--- config.mk ---
export PLATFORM = sky130hd
export DESIGN_NAME = rpd_peak_top
export DESIGN_NICKNAME = d
export VERILOG_FILES = /design/src/common/rpd_pkg.sv /design/src/rtl/rpd_avg4.sv /design/src/rtl/rpd_peak_top.sv
export SDC_FILE = /design/constraint.sdc
export NUM_CORES = 1
export LEC_CHECK = 0
export BUFFER_PORTS_ARGS = -buffer_cell sky130_fd_sc_hd__clkbuf_2
export CORE_MARGIN = 10
export CORE_UTILIZATION = 50
export CTS_CLUSTER_SIZE = 40
export DETAILED_ROUTE_END_ITERATION = 8
export PLACE_DENSITY = 0.76
export RECOVER_POWER = 50
export SYNTH_ARGS = -nofsm -noshare
export SYNTH_HDL_FRONTEND = slang
export SYNTH_SLANG_ARGS = --single-unit
--- constraint.sdc ---
create_clock -name MCLK_I -period 3.2 [get_ports MCLK_I]
set_input_delay 0.32 -clock MCLK_I [delete_from_list [all_inputs] [get_ports MCLK_I]]
set_output_delay 0.32 -clock MCLK_I [all_outputs]
set_load 0.1 [all_outputs]
--- src/common/rpd_pkg.sv ---
// shared constants and types for the signal-strength peak readout
package rpd_pkg;

  // ==========================================================
  // register map (byte addresses on the serial port)
  localparam logic [7:0] ADDR_TRIM  = 8'h1C;
  localparam logic [7:0] ADDR_CFG_A = 8'h6C;
  localparam logic [7:0] ADDR_CFG_B = 8'h8C;
  localparam logic [7:0] ADDR_TPEAK = 8'hAC;
  localparam logic [7:0] ADDR_RPEAK = 8'hAD;

  // ==========================================================
  // reset values
  localparam logic [7:0] TRIM_RST = 8'h15;
  localparam logic [7:0] CFG_RST  = 8'h00;
  localparam logic [7:0] PEAK_RST = 8'h00;
  localparam logic [7:0] UNMAPPED = 8'h00;

  // ==========================================================
  // field positions
  localparam int MON_SEL_MSB = 6;
  localparam int MON_SEL_LSB = 5;
  localparam int MON_BUF_BIT = 4;
  localparam int OFFS_MSB    = 3;
  localparam int OFFS_LSB    = 0;
  localparam int AAF_MSB     = 2;
  localparam int AAF_LSB     = 1;
  localparam int INV_BIT     = 0;

  // ==========================================================
  // serial frame: command byte, address byte, data byte, msb first
  localparam logic [7:0] CMD_WRITE  = 8'h02;
  localparam logic [7:0] CMD_READ   = 8'h03;
  localparam logic [4:0] ADDR_BITS  = 5'h10;
  localparam logic [4:0] FRAME_BITS = 5'h18;

  // ==========================================================
  // averaging: four samples per block
  localparam int AVG_LOG2 = 2;

  // ==========================================================
  // enumerations
  typedef enum logic [1:0] {
    MON_LIVE   = 2'b00,
    MON_OFFSET = 2'b01,
    MON_REF_HI = 2'b10,
    MON_REF_LO = 2'b11
  } rpd_mon_sel_t;

  typedef enum logic [1:0] {
    AAF_40K0 = 2'b00,
    AAF_13K6 = 2'b01,
    AAF_5K0  = 2'b10,
    AAF_3K6  = 2'b11
  } rpd_corner_t;

  typedef enum logic [1:0] {
    TG_IDLE  = 2'b00,
    TG_DELAY = 2'b01,
    TG_TRACK = 2'b11
  } rpd_tg_state_t;

  // ==========================================================
  // carriers
  typedef struct packed {
    rpd_mon_sel_t monitor_select;
    logic         monitor_buffer_enable;
    logic [3:0]   offset_trim;
  } rpd_trim_t;

  typedef struct packed {
    rpd_corner_t antialias_corner;
    logic        code_polarity_invert;
  } rpd_rxcfg_t;

endpackage

--- src/rtl/rpd_avg4.sv ---
// block averager: mean of four consecutive converter samples
`timescale 1ns/10ps
module rpd_avg4
  import rpd_pkg::*;
#(
  parameter int DW = 8
)(
  // clock and reset
  input  wire logic          clk_i,
  input  wire logic          rst_n_i,
  // raw samples
  input  wire logic [DW-1:0] smp_i,
  input  wire logic          smp_vld_i,
  // averaged samples
  output logic      [DW-1:0] avg_o,
  output logic               avg_vld_o
);

  localparam int SW = DW + AVG_LOG2;

  if (DW < 1 || DW > 16)
    $error("rpd_avg4: DW out of range");

  logic [AVG_LOG2-1:0] cnt_r, cnt_nxt;
  logic [SW-1:0]       sum_r, sum_nxt, sum_full;
  logic [DW-1:0]       avg_r, avg_nxt;
  logic                vld_r, vld_nxt;

  // ==========================================================
  // non-overlapping blocks: the sum restarts after each output
  always_comb
  begin
    sum_full = sum_r + SW'(smp_i);
    cnt_nxt  = cnt_r;
    sum_nxt  = sum_r;
    avg_nxt  = avg_r;
    vld_nxt  = 1'b0;
    if (smp_vld_i)
    begin
      cnt_nxt = cnt_r + 1'b1;
      if (&cnt_r)
      begin
        avg_nxt = sum_full[SW-1:AVG_LOG2]; // RULE_07 RULE_20
        vld_nxt = 1'b1;
        sum_nxt = '0;
      end
      else
      begin
        sum_nxt = sum_full;
      end
    end
  end

  // registers only
  always_ff @(posedge clk_i or negedge rst_n_i)
  begin
    if (!rst_n_i)
    begin
      cnt_r <= '0;
      sum_r <= '0;
      avg_r <= '0;
      vld_r <= 1'b0;
    end
    else
    begin
      cnt_r <= cnt_nxt;
      sum_r <= sum_nxt;
      avg_r <= avg_nxt;
      vld_r <= vld_nxt;
    end
  end

  assign avg_o     = avg_r;
  assign avg_vld_o = vld_r;
endmodule // rpd_avg4

--- src/rtl/rpd_peak_top.sv ---
// signal-strength peak readout: trim/monitor registers, two peak detectors, serial port
//
// Contract
// [RULE_01] monitor select picks pin signal
// [RULE_02] trim bit 4 enables monitor buffer
// [RULE_03] offset trim code 0h min, Fh max
// [RULE_04] anti-alias field selects filter corner
// [RULE_05] config bit 0 inverts code polarity
// [RULE_06] 8-bit normalised strength samples accepted
// [RULE_07] detectors see four-sample averages
// [RULE_08] frame sync clears telegram peak, tracking
// [RULE_09] tracking start delayed by bit count
// [RULE_10] end of message copies telegram peak
// [RULE_11] telegram peak cleared only at reset
// [RULE_12] running detector observes while receiver runs
// [RULE_13] running peak rises on larger sample
// [RULE_14] read while running restarts running detector
// [RULE_15] read while stopped leaves detector alone
// [RULE_16] running peak resets to zero
// [RULE_17] host reads eleven times, averages ten
// [RULE_18] host trims offset with rf off
// [RULE_19] host trims gain at strong input
// [RULE_20] averages use disjoint four-sample blocks
`timescale 1ns/10ps
module rpd_peak_top
  import rpd_pkg::*;
#(
  parameter int POS_W = 4
)(
  // clock and reset
  input  wire logic             MCLK_I,
  input  wire logic             RSTN_I,
  // serial register port
  input  wire logic             SPI_CS_N_I,
  input  wire logic             SPI_SCK_I,
  input  wire logic             SPI_MOSI_I,
  output logic                  SPI_MISO_O,
  output logic                  SPI_MISO_OE_O,
  // converter samples and receiver events
  input  wire logic [7:0]       STRENGTH_SAMPLE_I,
  input  wire logic             STRENGTH_VALID_I,
  input  wire logic             RX_RUN_I,
  input  wire logic             FRAME_SYNC_EVENT_I,
  input  wire logic             END_OF_MESSAGE_EVENT_I,
  input  wire logic             DATA_BIT_TICK_I,
  input  wire logic [POS_W-1:0] PEAK_START_BIT_POSITION_I,
  // analog control outputs
  output rpd_trim_t             TRIM_MONITOR_O,
  output rpd_rxcfg_t            RX_CFG_A_O,
  output rpd_rxcfg_t            RX_CFG_B_O
);

  if (POS_W < 1 || POS_W > 8)
    $error("rpd_peak_top: POS_W out of range");

  // ==========================================================
  // serial port state
  logic        sck_q_r, sck_q_nxt;
  logic [4:0]  bit_r, bit_nxt;
  logic [23:0] shin_r, shin_nxt;
  logic [7:0]  tx_r, tx_nxt;
  logic        sck_rise, sck_fall;
  logic        addr_done, frame_done;
  logic [7:0]  hdr_cmd, hdr_addr, fr_cmd, fr_addr, fr_data;
  logic        wr_fire, rd_fire;
  logic [7:0]  rd_data;

  // edges of the serial clock; pins count as synchronous, one delay suffices
  assign sck_rise   = SPI_SCK_I & ~sck_q_r;
  assign sck_fall   = ~SPI_SCK_I & sck_q_r;
  assign hdr_cmd    = shin_r[14:7];
  assign hdr_addr   = {shin_r[6:0], SPI_MOSI_I};
  assign fr_cmd     = shin_r[22:15];
  assign fr_addr    = shin_r[14:7];
  assign fr_data    = {shin_r[6:0], SPI_MOSI_I};
  assign addr_done  = !SPI_CS_N_I && sck_rise && (bit_r == ADDR_BITS - 5'h01);
  assign frame_done = !SPI_CS_N_I && sck_rise && (bit_r == FRAME_BITS - 5'h01);
  assign wr_fire    = frame_done && fr_cmd == CMD_WRITE;
  assign rd_fire    = addr_done && hdr_cmd == CMD_READ;

  // shift in on rising edges, shift out on falling edges (mode 0)
  always_comb
  begin
    sck_q_nxt = SPI_SCK_I;
    bit_nxt   = bit_r;
    shin_nxt  = shin_r;
    tx_nxt    = tx_r;
    if (SPI_CS_N_I)
    begin
      bit_nxt = '0;
      tx_nxt  = '0;
    end
    else
    begin
      if (sck_rise)
      begin
        shin_nxt = {shin_r[22:0], SPI_MOSI_I};
        bit_nxt  = frame_done ? 5'h00 : bit_r + 5'h01;
      end
      if (rd_fire)
        tx_nxt = rd_data;
      else if (sck_fall && bit_r > ADDR_BITS)
        tx_nxt = {tx_r[6:0], 1'b0};
    end
  end

  // registers only
  always_ff @(posedge MCLK_I or negedge RSTN_I)
  begin
    if (!RSTN_I)
    begin
      sck_q_r <= 1'b0;
      bit_r   <= '0;
      shin_r  <= '0;
      tx_r    <= '0;
    end
    else
    begin
      sck_q_r <= sck_q_nxt;
      bit_r   <= bit_nxt;
      shin_r  <= shin_nxt;
      tx_r    <= tx_nxt;
    end
  end

  assign SPI_MISO_O    = tx_r[7];
  assign SPI_MISO_OE_O = ~SPI_CS_N_I; // drive only while selected

  // ==========================================================
  // write-only control registers
  rpd_trim_t  trim_r, trim_nxt;
  rpd_rxcfg_t cfg_a_r, cfg_a_nxt;
  rpd_rxcfg_t cfg_b_r, cfg_b_nxt;

  // reserved bits are dropped; writes elsewhere are ignored
  always_comb
  begin
    trim_nxt  = trim_r;
    cfg_a_nxt = cfg_a_r;
    cfg_b_nxt = cfg_b_r;
    if (wr_fire)
    begin
      unique case (fr_addr)
        ADDR_TRIM:
        begin
          trim_nxt.monitor_select        = rpd_mon_sel_t'(fr_data[MON_SEL_MSB:MON_SEL_LSB]); // RULE_01
          trim_nxt.monitor_buffer_enable = fr_data[MON_BUF_BIT]; // RULE_02
          trim_nxt.offset_trim           = fr_data[OFFS_MSB:OFFS_LSB]; // RULE_03
        end
        ADDR_CFG_A:
        begin
          cfg_a_nxt.antialias_corner     = rpd_corner_t'(fr_data[AAF_MSB:AAF_LSB]); // RULE_04
          cfg_a_nxt.code_polarity_invert = fr_data[INV_BIT]; // RULE_05
        end
        ADDR_CFG_B:
        begin
          cfg_b_nxt.antialias_corner     = rpd_corner_t'(fr_data[AAF_MSB:AAF_LSB]); // RULE_04
          cfg_b_nxt.code_polarity_invert = fr_data[INV_BIT]; // RULE_05
        end
        default: ;
      endcase
    end
  end

  // registers only
  always_ff @(posedge MCLK_I or negedge RSTN_I)
  begin
    if (!RSTN_I)
    begin
      trim_r  <= rpd_trim_t'(TRIM_RST[6:0]);
      cfg_a_r <= rpd_rxcfg_t'(CFG_RST[2:0]);
      cfg_b_r <= rpd_rxcfg_t'(CFG_RST[2:0]);
    end
    else
    begin
      trim_r  <= trim_nxt;
      cfg_a_r <= cfg_a_nxt;
      cfg_b_r <= cfg_b_nxt;
    end
  end

  assign TRIM_MONITOR_O = trim_r;
  assign RX_CFG_A_O     = cfg_a_r;
  assign RX_CFG_B_O     = cfg_b_r;

  // ==========================================================
  // averaged strength stream shared by both detectors
  logic [7:0] avg;
  logic       avg_vld;

  // samples arrive already normalised from the differential converter
  rpd_avg4 #(
    .DW (8)
  ) u_avg (
    .clk_i     (MCLK_I),
    .rst_n_i   (RSTN_I),
    .smp_i     (STRENGTH_SAMPLE_I), // RULE_06
    .smp_vld_i (STRENGTH_VALID_I),
    .avg_o     (avg),
    .avg_vld_o (avg_vld)
  );

  // ==========================================================
  // telegram peak detector
  rpd_tg_state_t    tg_st_r, tg_st_nxt;
  logic [POS_W-1:0] tg_cnt_r, tg_cnt_nxt;
  logic [7:0]       tg_int_r, tg_int_nxt;
  logic [7:0]       tg_peak_r, tg_peak_nxt;

  // end of message is taken before a coincident frame sync, so back-to-back
  // telegrams never lose the finished peak
  always_comb
  begin
    tg_st_nxt   = tg_st_r;
    tg_cnt_nxt  = tg_cnt_r;
    tg_int_nxt  = tg_int_r;
    tg_peak_nxt = tg_peak_r;
    unique case (tg_st_r)
      TG_IDLE: ;
      TG_DELAY:
      begin
        if (DATA_BIT_TICK_I)
        begin
          tg_cnt_nxt = tg_cnt_r - 1'b1;
          if (tg_cnt_r == POS_W'(1))
            tg_st_nxt = TG_TRACK; // RULE_09
        end
      end
      TG_TRACK:
      begin
        if (avg_vld && avg > tg_int_r)
          tg_int_nxt = avg;
      end
    endcase
    if (END_OF_MESSAGE_EVENT_I && tg_st_r != TG_IDLE)
    begin
      tg_peak_nxt = (tg_st_r == TG_TRACK && avg_vld && avg > tg_int_r) ? avg : tg_int_r; // RULE_10
      tg_st_nxt   = TG_IDLE;
    end
    if (FRAME_SYNC_EVENT_I)
    begin
      tg_int_nxt = '0; // RULE_08
      tg_cnt_nxt = PEAK_START_BIT_POSITION_I;
      tg_st_nxt  = (PEAK_START_BIT_POSITION_I == '0) ? TG_TRACK : TG_DELAY; // RULE_09
    end
  end

  // registers only; the readable peak is cleared by reset alone
  always_ff @(posedge MCLK_I or negedge RSTN_I)
  begin
    if (!RSTN_I)
    begin
      tg_st_r   <= TG_IDLE;
      tg_cnt_r  <= '0;
      tg_int_r  <= '0;
      tg_peak_r <= PEAK_RST; // RULE_11
    end
    else
    begin
      tg_st_r   <= tg_st_nxt;
      tg_cnt_r  <= tg_cnt_nxt;
      tg_int_r  <= tg_int_nxt;
      tg_peak_r <= tg_peak_nxt;
    end
  end

  // ==========================================================
  // free-running peak detector
  logic [7:0] rp_r, rp_nxt, rp_base;
  logic       rp_restart;

  // a read while running restarts from zero, but a sample landing in the
  // same cycle still counts, so the current level is never lost
  assign rp_restart = rd_fire && hdr_addr == ADDR_RPEAK && RX_RUN_I; // RULE_14 RULE_15

  always_comb
  begin
    rp_base = rp_restart ? 8'h00 : rp_r; // RULE_14
    rp_nxt  = rp_base;
    if (RX_RUN_I && avg_vld && avg > rp_base) // RULE_12
      rp_nxt = avg; // RULE_13
  end

  // registers only
  always_ff @(posedge MCLK_I or negedge RSTN_I)
  begin
    if (!RSTN_I)
      rp_r <= PEAK_RST; // RULE_16
    else
      rp_r <= rp_nxt;
  end

  // ==========================================================
  // read mux; write-only and unmapped addresses read as zero
  always_comb
  begin
    unique case (hdr_addr)
      ADDR_TPEAK: rd_data = tg_peak_r;
      ADDR_RPEAK: rd_data = rp_r;
      default:    rd_data = UNMAPPED;
    endcase
  end
endmodule // rpd_peak_top

== Yosys cells after proc, flatten, opt, wreduce, memory -nomap -nowiden ==
Cells that the tools add are included.
Word-level totals
  logic and storage cells: 104
  bits of input ports: 22
  register bits after elaboration: 101
  output and inout bits: 15
Operators by class
  $add $sub $neg: 4
  reduce and logical (&&, ||, !) cells: 35
  equality and inequality tests: 12
  magnitude comparators: 3
  bitwise gates (word level): 5
  multiplexer cells: 25
Operators by type and width (count)
  $mux W8: 9
  $eq A8 B8 Y1 const B: 3
  $eq A8 B2 Y1 const B: 2
  $gt A8 B8 Y1: 2
  $pmux W8 S2: 1
  $mux W5: 3
  $logic_and A1 B1 Y1: 14
  $reduce_and A2 Y1: 7
  $mux W2: 6
  $mux W4: 3
  $reduce_bool A2 Y1: 6
  $reduce_bool A3 Y1: 4
  $add A10 B8 Y10: 1
  $mux W10: 1
  $eq A8 B5 Y1 const B: 1
  $eq A8 B7 Y1 const B: 1
  $reduce_and A3 Y1: 2
  $add A5 B1 Y5 const B: 1
  $eq A5 B4 Y1 const B: 1
  $eq A5 B5 Y1 const B: 1
  $gt A5 B5 Y1 const B: 1
  $eq A4 B1 Y1 const B: 1
  $logic_not A4 Y1: 1
  $sub A4 B1 Y4 const B: 1
  7 further kinds: 11

== Depth between registers and ports, before layout ==
  depth after elaboration: 11
  mapped depth: 14

== Modules after synthesis ==
A second synthesis with hierarchy kept.
Second synthesis, totals
  cell total of the unflattened synthesis: 479
  area, all modules: 5278.8 µm²
Modules (own cells, without submodules)
  rpd_peak_top: times used 1, cells each 358, area each 4060.1 µm², seq. area each 2005.7 µm²
  rpd_avg4: times used 1, cells each 121, area each 1218.7 µm², seq. area each 525.5 µm²

== Worst setup path before layout ==
No wires, ideal clock.
  kind: register to register
  start point: reg bit_r[0]
  end point: reg rp_r[0]
  required time: 3.075 ns
  data arrival time: 3.096 ns
  cell stages (with the launch flop): 15
  library setup time: 0.125 ns
  setup slack: -0.021 ns
  cell sequence: dfrtp_1 > ha_1 > and3_1 > ha_1 > nand4b_1 > nor3_1 > nand3_1 > nand2_1 > ha_1 > nor2b_1 > o21a_1 > o21ai_0 > a21oi_1 > o21ai_1 > mux2_2
On the way
  cells in the longest elaborated chain, start to end: 9
RTL lines
  start, declared: RTL line rpd_peak_top.sv:59  | logic [4:0] bit_r, bit_nxt;
  start signal, assigned: RTL line rpd_peak_top.sv:120  | bit_r <= bit_nxt;
  $eq A5 B4 Y1 (*): RTL line rpd_peak_top.sv:76  | assign addr_done = !SPI_CS_N_I && sck_rise && (bit_r == ADDR_BITS - 5'h01);
  $logic_and A1 B1 Y1 (*): RTL line rpd_peak_top.sv:76
  $logic_and A1 B1 Y1 (*): RTL line rpd_peak_top.sv:79  | assign rd_fire = addr_done && hdr_cmd == CMD_READ;
  $logic_and A1 B1 Y1 (*) (2 in a row): RTL line rpd_peak_top.sv:274  | assign rp_restart = rd_fire && hdr_addr == ADDR_RPEAK && RX_RUN_I;
  $mux W8 (*): RTL line rpd_peak_top.sv:278  | rp_base = rp_restart ? 8'h00 : rp_r;
  $gt A8 B8 Y1: RTL line rpd_peak_top.sv:280  | if (RX_RUN_I && avg_vld && avg > rp_base)
  $logic_and A1 B1 Y1: RTL line rpd_peak_top.sv:280
  $mux W8 (*): RTL line rpd_peak_top.sv:280
  named net rp_nxt[0]: RTL line rpd_peak_top.sv:269  | logic [7:0] rp_r, rp_nxt, rp_base;
  end signal, assigned: RTL line rpd_peak_top.sv:290  | rp_r <= rp_nxt;
  end, declared: RTL line rpd_peak_top.sv:269
Mark *: on every way through the listed nets, which the timed path passes. The rest lies on a longest branch.
A chain may end at the register's enable or synchronous reset.

== Worst setup path in the final report ==
Same ends and word-level chain as after synthesis.

==> qor.yml <==
grt:
  grt_pass1_vias: 3646
  gr-total-overflow: 0
  grtUsageTotal_pct: 14.5
  grt_pass1_wl_um: 17300
  grt_max_degree: 79
  antenna_found_initial: 0
worst_setup_path:
  rr_endpoint: "rp_r[0]$_DFF_PN0_"
  crit_path_start: "bit_r[0]$_DFFE_PN0P_"
  reg2reg_depth: 14
  crit_path_end_kind: "flop"
  crit_path_end: "rp_r[0]$_DFF_PN0_"
  critPathKind: "reg2reg"
  worst_ep_required_time_ns: 3.46
  cp.arrival_ns: 3.22
  path_max_fanout: 4
  r2r-start: "bit_r[0]$_DFFE_PN0P_"
  crit_path_start_kind: "flop"
  reg2reg_slack_ns: 0.25
clock_network:
  cts-hold-fix-buffers: 0
  h-tree-depth: 3
  clkLatencyLatePin_ns: 0.37
  clock-sinks: 101
  cts_made_buffers: 9
  clockBufferDepth: 2
  clockRootBuffer: "clkbuf_8"
  tritoncts: "done"
  path_clk_slew_ns: 0.09
synth:
  synthArstFlopShare_pct: 100
  yosysWarnings: 0
  synth_seq_cells: 101
  syn_nets: 512
  synth_ff_type: "dfrtp_1"
  syn_inst: 459
  synth_cell_types: 46
  syn_area_um2: 5010
  yosysSeqAreaShare_pct: 50.5
  syn_avg_cell_area_um2: 10.9
  synth-edff-count: 0
timing:
  hold_viol_final: 0
  tns_ns: 0
  setup_viol_count_final: 0
  worst_slew_pin_slew_ns: 1.86
  max_slew_margin_pct: -24.3
  skew_ns: 0.0147
  fin_crit_sh_pct: 92.2
  finalMaxSlewViolations: 79
  fmax_mhz: 339
  post-route-min-period_ns: 2.95
  rsz0062_at_grt: "no"
drt:
  drc: 0
  dr.pass1.iters: 4
  post_drt_wl_per_cell_um: 15.7
  vias: 3477
  via_per_inst: 5.42
  drtIter0Drc: 180
  ant_nets: 0
  drt-total-wl_um: 10100
power_and_ir_drop:
  power.leakage_nw: 2.74
  vdd_drop_max_mv: 0.433
  p_total_mw: 3.74
  powerDensity_nw_per_um2: 670
placed_design:
  port_buffers: 36
  placed_cell_area_um2: 5380
  dp.cells: 624
  dpl.hpwl_um: 7380
  gp_congestion: 0.868
finish:
  syn2layout_area_growth_pct: 11.4
  finalNetCount: 557
  drive_gt1_share_pct: 21.6
  diodes: 0
  postLayoutCoreUtil_pct: 57.1
  instances_no_fill: 642
  fin_area_um2: 5590
min_path:
  whs_path_depth: 1
  hp-class: "in2reg"
floorplanning:
  die_width_um: 120
  die_h_um: 120
  fp-row-count: 36
  die-area_um2: 14400
  initial_utilization_pct: 51.3
  ios: 37
  core_um2: 9770
run_status:
  violations: "max-capacitance violations, max-slew violations"
  status: "finished, violations left"
run:
  maxCapViolations: 1
what timing repair did:
item	in CTS	in global routing
endpoints found under the setup margin	0	7
hold endpoints to repair	0	0
resized for setup	0	1
buffers inserted	0	2
state kept, by name, indices dropped and copies added (netlist names):
name / count
RX_CFG_B_O: 3
RX_CFG_A_O: 3
TRIM_MONITOR_O: 7
u_avg.sum_r: 10
tg_int_r: 8
u_avg.avg_vld_o: 1
rp_r: 8
bit_r: 5
sck_q_r: 1
u_avg.avg_o: 8
tg_st_r: 2
u_avg.cnt_r: 2
shin_r: 23
tx_r: 8
tg_peak_r: 8
tg_cnt_r: 4
cells in the final DEF (no fill, tap or decap), types with 2 or more instances in the layout:
cell,instances
nand2_1,49
clkbuf_1,5
o22ai_1,6
inv_1,39
clkinv_2,2
o21ai_0,31
nand4_1,7
xnor2_1,6
nand3b_1,2
clkbuf_8,10
and2_1,2
a21oi_1,19
clkbuf_2,35
nor2b_1,7
buf_4,6
nor3b_4,2
nand3_1,5
mux2i_1,16
dfrtp_1,98
a221o_1,2
nand2b_1,3
nand4b_1,3
nor4_1,4
a22oi_1,7
a21o_1,4
dfstp_2,3
o21a_1,3
o211ai_1,2
ha_1,30
xor2_1,7
mux2_2,46
nor2_1,22
nor3_1,4
synth_stat cells (2+ instances only):
| cell type | number | area [um2] |
|---|---|---|
| a221o_1 | 2 | 20.0 |
| mux2i_1 | 16 | 160 |
| and2_1 | 3 | 18.8 |
| o22ai_1 | 6 | 37.5 |
| xor2_1 | 7 | 61.3 |
| inv_1 | 39 | 146 |
| mux2_2 | 46 | 518 |
| o21a_1 | 3 | 22.5 |
| clkbuf_1 | 11 | 41.3 |
| nand3b_1 | 2 | 15.0 |
| nor2b_1 | 7 | 43.8 |
| ha_1 | 30 | 375 |
| nand4b_1 | 3 | 26.3 |
| o21ai_1 | 2 | 10.0 |
| dfrtp_1 | 98 | 2450 |
| a22oi_1 | 7 | 52.6 |
| xnor2_1 | 6 | 52.6 |
| o21ai_0 | 31 | 155 |
| a21o_1 | 4 | 30.0 |
| a21oi_1 | 19 | 95.1 |
| nor4_1 | 4 | 25.0 |
| nor2_1 | 22 | 82.6 |
| nand2b_1 | 3 | 18.8 |
| o211ai_1 | 2 | 15.0 |
| nor3_1 | 4 | 20.0 |
| nor3b_2 | 2 | 25.0 |
| nand4_1 | 7 | 43.8 |
| nand2_1 | 49 | 184 |
| dfstp_2 | 3 | 78.8 |
| nand3_1 | 5 | 25.0 |
worst min-delay path by stage:
stage | start | to
after floorplan | RSTN_I | RX_CFG_A_O[0]$_DFFE_PN0P_
after global placement | tg_peak_r[7]$_DFFE_PN0P_ | tg_peak_r[7]$_DFFE_PN0P_
after detailed placement | SPI_SCK_I | sck_q_r$_DFF_PN0_
after CTS | SPI_SCK_I | sck_q_r$_DFF_PN0_
after global routing | SPI_SCK_I | sck_q_r$_DFF_PN0_
final | SPI_SCK_I | sck_q_r$_DFF_PN0_
where the power goes:
group | internal [mW] | switching, mW
Sequential | 1.51 | 0.229
Clock | 0.384 | 0.429
Combinational | 0.553 | 0.632
Total | 2.45 | 1.29
cells by family after synthesis:
| kind of cell | after synthesis | synth area share [%] |
|---|---|---|
| flops | 101 | 50.5 |
| simple gates | 119 | 12.2 |
| compound gates | 83 | 9.91 |
| buf+inv | 50 | 3.74 |
| fa+ha+maj | 31 | 7.89 |
| xor+xnor | 13 | 2.27 |
| mux | 62 | 13.5 |
per-stage QoR:
stage | setup WS [ns] | hold WS, ns
after floorplan | 0.183 | 0.0244
after global routing | 0.00483 | 0.0986
final | 0.248 | 0.105
after global placement | 0.433 | 0.472
after detailed placement | 0.326 | 0.474
after CTS | 0.248 | 0.0825
final cells by class:
class                   count  area, um2
clock buffers              12        145
multi-input cells         308       2300
inverters                  39        146
fillers                   841       4190
flip-flops and latches    101       2530
repair buffers             45        243
well taps                 133        166
clock inverters             4       48.8
critical path: stages (launching register included):
cell	delay, ns
dfrtp_1	0.40
ha_1	0.21
and3_1	0.17
ha_1	0.17
nand4b_1	0.10
nor3_1	0.18
nand3_1	0.14
nand2_1	0.14
ha_1	0.25
nor2b_1	0.14
o21a_1	0.17
o21ai_0	0.14
a21oi_1	0.11
o21ai_2	0.19
mux2_2	0.35
metal layers:
| metal | up-vias | GRT usage (%) | routed length [um] |
|---|---|---|---|
| met5 | - | 0 | 0 |
| met4 | 0 | 7.32 | 148 |
| met3 | 14 | 2.39 | 331 |
| met2 | 54 | 23.4 | 4780 |
| met1 | 1713 | 18.6 | 4800 |
| li1 | 1696 | - | - |
(Power assumes the default switching activity.)
